--- src/design/conv_ctrl_pkg.sv ---
// shared constants for the converter start/readout controller
package conv_ctrl_pkg;
  // ==========================================================
  // timing, expressed in converter clock periods; the capture delay in sys clocks
  localparam int CONV_CLOCKS      = 40;   // clocks per conversion
  localparam int GUARD_CLOCKS     = 4;    // wait after done rises
  localparam int SHIFT_STAGES     = 4;    // start delay stages
  localparam int CNT_PRELOAD      = 11;   // counter load on start
  localparam int CNT_WIDTH        = 4;
  localparam int RATE_DIVISOR     = 44;   // safe rate fclk/44
  localparam int MAX_START_HALF   = 7;    // start pulse limit, half clocks
  localparam int CAPTURE_DELAY    = 7;    // sys clocks from done rise to capture
  // ==========================================================
  // avalon register map (byte addresses)
  localparam logic [3:0] CTRL_OFS   = 4'h0;
  localparam logic [3:0] STATUS_OFS = 4'h4;
  localparam logic [3:0] DATA_OFS   = 4'h8;
  localparam logic [3:0] COUNT_OFS  = 4'hC;
  // ctrl fields
  localparam int CTRL_START_BIT = 0;   // one-shot request
  localparam int CTRL_RUN_BIT   = 1;   // continuous level request
  localparam int CTRL_MODE_BIT  = 2;   // 0 latch path, 1 counter path
  localparam int CTRL_FREE_BIT  = 3;   // flip-flop free-running mode
  localparam int CTRL_OE_BIT    = 4;   // drive output enable
  localparam int CTRL_INV_BIT   = 5;   // return true binary
  localparam logic [5:0] CTRL_RESET = 6'h00;
  // status fields
  localparam int STAT_BUSY_BIT  = 0;
  localparam int STAT_DONE_BIT  = 1;
  localparam int STAT_READY_BIT = 2;
  localparam int STAT_PEND_BIT  = 3;
  localparam int STAT_NEW_BIT   = 4;   // fresh result, cleared on data read
  localparam logic [31:0] UNMAPPED_READ = 32'h0000_0000;
endpackage : conv_ctrl_pkg

--- src/design/pin_sync.sv ---
// two-flop synchroniser for pins from the converter
`timescale 1ns/10ps
module pin_sync #(
  parameter int               WIDTH     = 1,
  parameter logic [WIDTH-1:0] RESET_VAL = '0  // idle level of each pin
) (
  input  wire logic             sys_clk_i,
  input  wire logic             nrst_i,
  input  wire logic [WIDTH-1:0] async_i,
  output logic      [WIDTH-1:0] sync_o
);
  logic [WIDTH-1:0] meta_q;

  // ==========================================================
  // first stage feeds only the second stage
  always_ff @(posedge sys_clk_i or negedge nrst_i) begin
    if (!nrst_i) begin
      meta_q <= RESET_VAL;
      sync_o <= RESET_VAL;
    end else begin
      meta_q <= async_i;
      sync_o <= meta_q;
    end
  end
endmodule : pin_sync

--- src/design/conv_ctrl.sv ---
// host-side controller that starts the converter and collects results
//
// The address map and register access over Avalon-MM were chosen for this implementation.
`timescale 1ns/10ps
// How it works
// - free run: done fed back to start
// - explicit start still issued after reset
// - wait four clocks after done rises
// - rate below clock over 44 is safe
// - free run through flop, clear stops it
// - request latched, delayed through four stages
// - latch cleared one clock after done falls
// - counter path converts while request high
// - counter loads eleven on start, holds till done
// - carry four clocks after done, clears request
// - start pulse never beyond three and half clocks
module conv_ctrl #(
  parameter int DATA_W = 8
) (
  input  wire logic              sys_clk_i,
  input  wire logic              nrst_i,
  // avalon-mm slave
  input  wire logic [3:0]        avs_address_i,
  input  wire logic              avs_read_i,
  input  wire logic              avs_write_i,
  input  wire logic [31:0]       avs_writedata_i,
  input  wire logic [3:0]        avs_byteenable_i,
  output logic      [31:0]       avs_readdata_o,
  output logic                   avs_waitrequest_o,
  // converter pins
  output logic                   conv_clk_o,
  output logic                   start_conv_o,
  output logic                   out_enable_o,
  input  wire logic              conv_done_i,
  input  wire logic [DATA_W-1:0] conv_data_i,
  // host events
  output logic                   ready_o,
  output logic                   result_valid_o
);
  // ==========================================================
  // synchronised converter pins
  logic              done_s;
  logic [DATA_W-1:0] data_s;
  logic              done_prev_q;
  wire               done_rise = done_s & ~done_prev_q;
  wire               done_fall = ~done_s & done_prev_q;

  // done idles high: resetting its stages high avoids a false edge after reset
  pin_sync #(
    .WIDTH     (DATA_W + 1),
    .RESET_VAL ({1'b1, {DATA_W{1'b0}}})
  ) u_sync (
    .sys_clk_i (sys_clk_i),
    .nrst_i    (nrst_i),
    .async_i   ({conv_done_i, conv_data_i}),
    .sync_o    ({done_s, data_s})
  );

  // ==========================================================
  // register bus decode; writes take no wait state, reads take one
  logic [5:0]        ctrl_q;
  logic [DATA_W-1:0] result_q;
  logic              new_q;
  logic [15:0]       count_q;
  logic              rd_ack_q;
  wire  wr_ctrl  = avs_write_i & (avs_address_i == conv_ctrl_pkg::CTRL_OFS) & avs_byteenable_i[0];
  wire  rd_data  = avs_read_i & rd_ack_q & (avs_address_i == conv_ctrl_pkg::DATA_OFS);
  wire  wr_start = wr_ctrl & avs_writedata_i[conv_ctrl_pkg::CTRL_START_BIT];
  wire  run_lvl  = ctrl_q[conv_ctrl_pkg::CTRL_RUN_BIT];
  wire  mode_cnt = ctrl_q[conv_ctrl_pkg::CTRL_MODE_BIT];
  wire  free_run = ctrl_q[conv_ctrl_pkg::CTRL_FREE_BIT];
  // registered read data need one wait state to stand at the accepting edge
  assign avs_waitrequest_o = avs_read_i & ~rd_ack_q;

  // control register, start bit self-clearing
  always_ff @(posedge sys_clk_i or negedge nrst_i) begin
    if (!nrst_i) begin
      ctrl_q <= conv_ctrl_pkg::CTRL_RESET;
    end else if (wr_ctrl) begin
      ctrl_q <= {avs_writedata_i[5:1], 1'b0};
    end
  end

  // ==========================================================
  // converter clock: sys_clk divided by two, output by flop
  logic cclk_q;
  always_ff @(posedge sys_clk_i or negedge nrst_i) begin
    if (!nrst_i) begin
      cclk_q <= 1'b0;
    end else begin
      cclk_q <= ~cclk_q;
    end
  end
  assign conv_clk_o = cclk_q;
  // step is the sys edge where the converter clock falls, so every pin the
  // converter samples has settled half a converter clock before its rising edge
  wire step = cclk_q;

  // ==========================================================
  // request latch, set any time, cleared after start issued
  logic       req_q;
  logic [3:0] shift_q;
  logic       start_q;
  logic       clr_pend_q;
  logic [conv_ctrl_pkg::CNT_WIDTH-1:0] cnt_q;
  logic       cnt_run_q;
  logic       carry_q;
  logic       boot_q;
  logic       ff_start_q;
  wire        req_set = wr_start | run_lvl | (boot_q & ~free_run);
  wire        cnt_top = (cnt_q == '1);
  wire        carry   = cnt_run_q & cnt_top & step;
  logic       cnt_busy_q;
  logic [2:0] guard_q;
  // no start leaves before the guard ends, which also keeps the start
  // rate under the clock over 44
  wire        guard_ok = (guard_q == 3'(conv_ctrl_pkg::GUARD_CLOCKS));

  // ==========================================================
  // guard counter restarts whenever the converter shows busy
  always_ff @(posedge sys_clk_i or negedge nrst_i) begin
    if (!nrst_i) begin
      guard_q <= '0;
    end else if (!done_s) begin
      guard_q <= '0;
    end else if (step && !guard_ok) begin
      guard_q <= guard_q + 3'd1;
    end
  end

  // set wins over clear so a request in the clear cycle survives
  always_ff @(posedge sys_clk_i or negedge nrst_i) begin
    if (!nrst_i) begin
      req_q <= 1'b0;
    end else if (req_set) begin
      req_q <= 1'b1;
    end else if ((!mode_cnt && clr_pend_q && step) || (mode_cnt && carry)) begin
      req_q <= 1'b0;
    end
  end

  // one converter clock after done falls the latch may clear
  always_ff @(posedge sys_clk_i or negedge nrst_i) begin
    if (!nrst_i) begin
      clr_pend_q <= 1'b0;
    end else if (done_fall) begin
      clr_pend_q <= 1'b1;
    end else if (step) begin
      clr_pend_q <= 1'b0;
    end
  end

  // four-stage delay in converter clocks; the guard interval is kept by guard_ok
  always_ff @(posedge sys_clk_i or negedge nrst_i) begin
    if (!nrst_i) begin
      shift_q <= '0;
    end else if (step) begin
      shift_q <= {shift_q[2:0], req_q & ~start_q & ~shift_q[3]};
    end
  end

  // start pulse exactly one converter clock wide, well under 3.5
  always_ff @(posedge sys_clk_i or negedge nrst_i) begin
    if (!nrst_i) begin
      start_q <= 1'b0;
    end else if (step) begin
      start_q <= shift_q[3] & done_s & guard_ok & ~start_q & ~(mode_cnt & cnt_run_q);
    end
  end

  // ==========================================================
  // counter path: load 11 on start, hold until done rises
  always_ff @(posedge sys_clk_i or negedge nrst_i) begin
    if (!nrst_i) begin
      cnt_q     <= '0;
      cnt_run_q <= 1'b0;
    end else if (start_q && step) begin
      cnt_q     <= conv_ctrl_pkg::CNT_WIDTH'(conv_ctrl_pkg::CNT_PRELOAD);
      cnt_run_q <= 1'b1;
    end else if (carry) begin
      cnt_run_q <= 1'b0;
    end else if (cnt_run_q && cnt_busy_q && done_s && !cnt_top && step) begin
      cnt_q <= cnt_q + 1'b1;
    end
  end

  // counting may only begin once the converter has really gone busy; the
  // synchronised done still reads high for a few clocks after the start
  always_ff @(posedge sys_clk_i or negedge nrst_i) begin
    if (!nrst_i) begin
      cnt_busy_q <= 1'b0;
    end else if (start_q && step) begin
      cnt_busy_q <= 1'b0;
    end else if (cnt_run_q && !done_s) begin
      cnt_busy_q <= 1'b1;
    end
  end

  always_ff @(posedge sys_clk_i or negedge nrst_i) begin
    if (!nrst_i) begin
      carry_q <= 1'b0;
    end else begin
      carry_q <= carry;
    end
  end
  assign ready_o = carry_q;

  // ==========================================================
  // free-run flop: done into D, clear from the control bit
  always_ff @(posedge sys_clk_i or negedge nrst_i) begin
    if (!nrst_i) begin
      ff_start_q <= 1'b0;
    end else if (!free_run) begin
      ff_start_q <= 1'b0;
    end else if (step) begin
      ff_start_q <= done_s & guard_ok & ~ff_start_q;
    end
  end

  // one boot start after reset, masked while free-run is set
  always_ff @(posedge sys_clk_i or negedge nrst_i) begin
    if (!nrst_i) begin
      boot_q <= 1'b1;
    end else if (start_q) begin
      boot_q <= 1'b0;
    end
  end

  assign start_conv_o = free_run ? (ff_start_q | start_q) : start_q;
  assign out_enable_o = ctrl_q[conv_ctrl_pkg::CTRL_OE_BIT];

  // ==========================================================
  // result capture a guard interval after done rises
  logic [2:0] cap_cnt_q;
  always_ff @(posedge sys_clk_i or negedge nrst_i) begin
    if (!nrst_i) begin
      cap_cnt_q <= '0;
    end else if (done_rise) begin
      cap_cnt_q <= 3'(conv_ctrl_pkg::CAPTURE_DELAY);  // transfer about 200 ns
    end else if (cap_cnt_q != 3'd0) begin
      cap_cnt_q <= cap_cnt_q - 3'd1;
    end
  end
  wire capture = (cap_cnt_q == 3'd1);

  // converter data arrive complemented; optional inversion
  always_ff @(posedge sys_clk_i or negedge nrst_i) begin
    if (!nrst_i) begin
      result_q <= '0;
      count_q  <= '0;
    end else if (capture) begin
      result_q <= ctrl_q[conv_ctrl_pkg::CTRL_INV_BIT] ? ~data_s : data_s;
      count_q  <= count_q + 16'h0001;
    end
  end

  // fresh flag: capture beats a read in the same cycle
  always_ff @(posedge sys_clk_i or negedge nrst_i) begin
    if (!nrst_i) begin
      new_q <= 1'b0;
    end else if (capture) begin
      new_q <= 1'b1;
    end else if (rd_data) begin
      new_q <= 1'b0;
    end
  end
  assign result_valid_o = new_q;

  // ==========================================================
  // read mux, registered
  logic [31:0] rd_mux;
  always_comb begin
    unique case (avs_address_i)
      conv_ctrl_pkg::CTRL_OFS:   rd_mux = {26'h000_0000, ctrl_q};
      conv_ctrl_pkg::STATUS_OFS: rd_mux = {27'h000_0000, new_q, req_q,
                                           ~cnt_run_q, done_s, ~done_s};
      conv_ctrl_pkg::DATA_OFS:   rd_mux = {{(32-DATA_W){1'b0}}, result_q};
      conv_ctrl_pkg::COUNT_OFS:  rd_mux = {16'h0000, count_q};
      default:                   rd_mux = conv_ctrl_pkg::UNMAPPED_READ;
    endcase
  end

  always_ff @(posedge sys_clk_i or negedge nrst_i) begin
    if (!nrst_i) begin
      done_prev_q    <= 1'b1;
      avs_readdata_o <= '0;
      rd_ack_q       <= 1'b0;
    end else begin
      done_prev_q    <= done_s;
      avs_readdata_o <= avs_read_i ? rd_mux : 32'h0000_0000;
      rd_ack_q       <= avs_read_i & ~rd_ack_q;
    end
  end
endmodule : conv_ctrl

--- config.mk ---
export PLATFORM = sky130hd
export DESIGN_NAME = conv_ctrl
export DESIGN_NICKNAME = d
export VERILOG_FILES = /design/src/design/conv_ctrl_pkg.sv /design/src/design/pin_sync.sv /design/src/design/conv_ctrl.sv
export SDC_FILE = /design/constraint.sdc
export NUM_CORES = 1
export LEC_CHECK = 0
export BUFFER_PORTS_ARGS = -buffer_cell sky130_fd_sc_hd__buf_2
export CORE_AREA = 2 2 132 121
export DETAILED_ROUTE_END_ITERATION = 7
export DIE_AREA = 0 0 134 123
export GPL_ROUTABILITY_DRIVEN = 0
export SLEW_MARGIN = 20
export SYNTH_ARGS = -nofsm -noshare
export SYNTH_HDL_FRONTEND = slang
export SYNTH_SLANG_ARGS = --single-unit
--- constraint.sdc ---
create_clock -name sys_clk_i -period 2.3 [get_ports sys_clk_i]
set_input_delay 0.23 -clock sys_clk_i [delete_from_list [all_inputs] [get_ports sys_clk_i]]
set_output_delay 0.23 -clock sys_clk_i [all_outputs]
set_load 0.05 [all_outputs]
==> out/qor.txt <==
Initial antenna violation count -> 0
Syn Std Cell Area -> 0.00371 mm²
Combinational share of power -> 0.160
Crit Path Max Fanout -> 5
TritonRoute pass-1 iters -> 4
Max-Cap Viols -> 0
Die H -> 123 µm
Yosys top cell by area -> dfrtp_1
Vias -> 2336
Int Pwr -> 2890 µW
Maximum clock path buffer count -> 2
Chip Width -> 134 µm
Critical path data arrival time -> 1.79 ns
Crit path from -> cap_cnt_q[1]
Ys async rst share -> 1.00
Endpoints failing setup -> 0
Pin count of the biggest net entering global routing -> 90
Ys flop type -> dfrtp_1
Area grow syn2layout -> 21.9%
Die footprint -> 0.0165 mm²
Sw power -> 1150 µW
Rows -> 43
Xor/xnor share of the synthesized area -> 0.0614
WP buf/inv -> 1
Post-Synthesis Cells -> 315
Root buf cell -> clkbuf_16
PD cells -> 895 mW/mm²
Critical R2R Launch -> cap_cnt_q[1]
H-tree depth -> 3
Routed len/inst -> 11.7 µm
CTS tree -> built
RSZ-0062 raised after global routing -> false
Core area -> 0.0151 mm²
CTS-repair resized insts -> 0
Startpoint Class -> register
Sink Count -> 89
Overall global routing resource usage -> 0.0887
Ports -> 91
Pre-CTS setup slack -> 0.563 ns
Cell family with most CP delay -> simple AND/OR/NAND/NOR gates
Mean Syn Cell Area -> 11.8 µm²
Grt ovf -> 0
Slowest cell on crit path -> nor3_2
Slew Viols, Final -> 0
Final Hold Vio Count -> 0
Yosys cell types -> 42
Number of port buffers -> 45
Cts-stage hold buffer count -> 10
Sequential share of power -> 0.481
Antenna Violating Nets Remaining -> 0
Synth Area in Compound Gates -> 0.0591
Clock group share of total power -> 0.360
Worst path max stage delay -> 0.40 ns
Antenna diode count -> 0
Most frequent cell after synthesis -> dfrtp_1
Clock skew -> 0.00722 ns
Synth Register Bits -> 89
Sw Ratio -> 0.285
DR vias/cell -> 4.01
Crit path cell chain -> inv_1, ha_1, nand2b_1, nor3_2, nand4_1, xnor2_1
Clk_lat worst skew -> 0.34 ns
Via count of the first global-routing pass -> 2355
Hold Path Origin -> avs_writedata_i[2]
Final wirelength -> 6800 µm
Sequential-to-total area share from yosys stat -> 0.602
WS Path Type -> register to register
DP HPWL -> 4860 µm
First-pass GRT wire length -> 11500 µm
Post-synth top area share -> 0.574
Highest clock rate -> 0.641 GHz
Clock-pin slew on the worst setup and hold paths -> 0.06 ns
Layout cell share with drive strength beyond 1 -> 0.224
Critical path endpoint category -> register
CTS buffer count -> 9
Post-CTS setup buffers -> 0
Fin crit period -> 1.56 ns
Number of remaining DRC errors -> 0
Synth warnings -> 0
Worst min-delay path category -> input pin to register
Worst vdd ir -> 278 µV
Synth top cells by count -> dfrtp_1, nand2_1, xnor2_1
Worst Setup Slack, final -> 0.740 ns
Top cells by area, synth -> dfrtp_1, xnor2_1, nand2_1, buf_4, mux2_2
Initial Utilization -> 0.245
Post-synthesis mux area share -> 0.0446
Initial DRC Count -> 147
Final nets -> 435
Fin crit share -> 0.678
Post-synthesis simple-gate area fraction -> 0.153
Leakage power -> 0.00218 µW
Status -> completed
Required time worst endpoint -> 2.53 ns
Largest family of logic cells by synthesized area -> simple AND/OR/NAND/NOR gates
Number of synthesized flops with an enable pin -> 0
Adder-cell share of the synthesized area -> 0.0236
Final TNS setup -> 0 ns
power groups by stage:
stage	registers (µW)	clock network, µW	logic (µW)
6_report	1940	1450	645
5_1_grt	1980	1560	735
4_1_cts	1950	1490	655
3_5_place_dp	1980	0	639
3_3_place_gp	1960	0	620
2_1_floorplan	1970	0	475
per-stage QoR:
stage,instances,utilization,area [µm²],power [µW],hold WS [ns]
3_3_place_gp,556,0.273,4120,2580,0.300
2_1_floorplan,330,-,3760,2440,-0.0656
3_5_place_dp,556,0.273,4120,2610,0.310
5_1_grt,582,0.299,4520,4280,0.111
6_report,582,0.299,4520,4040,0.121
4_1_cts,582,0.299,4520,4090,0.109
layer usage:
layer  GRT usage  part of all wire  vias up
li1            -                 -     1140
met1       0.115              0.47     1123
met2       0.137              0.46       55
met3      0.0250             0.047       18
met4      0.0452             0.023        0
met5           0                 0        -
placed cells by master, fill, tap and decap left out, types with 5 or more instances in the layout:
cell type      count
clkbuf_16          9
and2_1             7
xnor2_1           21
nand3_1            8
o21ai_0           12
and3_1             6
conb_1            16
mux2_2            10
inv_1             11
nor2_1            18
ha_1               7
a21oi_1            8
dfrtp_1           85
nand4_1            6
buf_2             44
dlygate4sd3_1     10
nand2_1           38
xor2_1             5
flip-flops by register name, indices dropped and copies added, names as in the netlist, 3 cells and up:
register	count
avs_readdata_o	16
cap_cnt_q	3
cnt_q	4
count_q	16
ctrl_q	5
guard_q	3
result_q	8
shift_q	4
u_sync.meta_q	9
u_sync.sync_o	9
kinds of logic after synthesis:
family | after synthesis
flip-flops | 89
adder cells (fa/ha/maj) | 7
XOR/XNOR | 26
AND/OR/NAND/NOR | 107
multiplexers | 14
buffers and inverters | 36
AO/OA/AOI/OAI | 35
other | 1
final timing paths:
kind	endpoint	slack (ns)	cells past startpoint
worst min-delay path	ctrl_q[2]	0.12	2
worst max register to register	count_q[13]	0.74	6
worst max-delay path	count_q[13]	0.74	6
worst min register to register	u_sync.sync_o[7]	0.35	0
min in group asynchronous	avs_readdata_o[8]	0.47	3
max in group asynchronous	boot_q	1.44	3
worst reg2reg max path, cell delays in order, from the launching register on:
cell	delay [ns]
dfrtp_1	0.37
inv_1	0.10
ha_1	0.17
nand2b_1	0.10
nor3_2	0.40
nand4_1	0.17
xnor2_1	0.15
cell type report:
| type | count | area (µm²) |
|---|---|---|
| clock inverters | 6 | 66.3 |
| fillers | 1535 | 10600 |
| well taps | 202 | 253 |
| inverters | 11 | 41.3 |
| repair buffers | 59 | 370 |
| clock buffers | 10 | 229 |
| flip-flops and latches | 89 | 2230 |
| multi-input cells | 205 | 1330 |
Note: power is estimated with default switching activity, not from simulation.
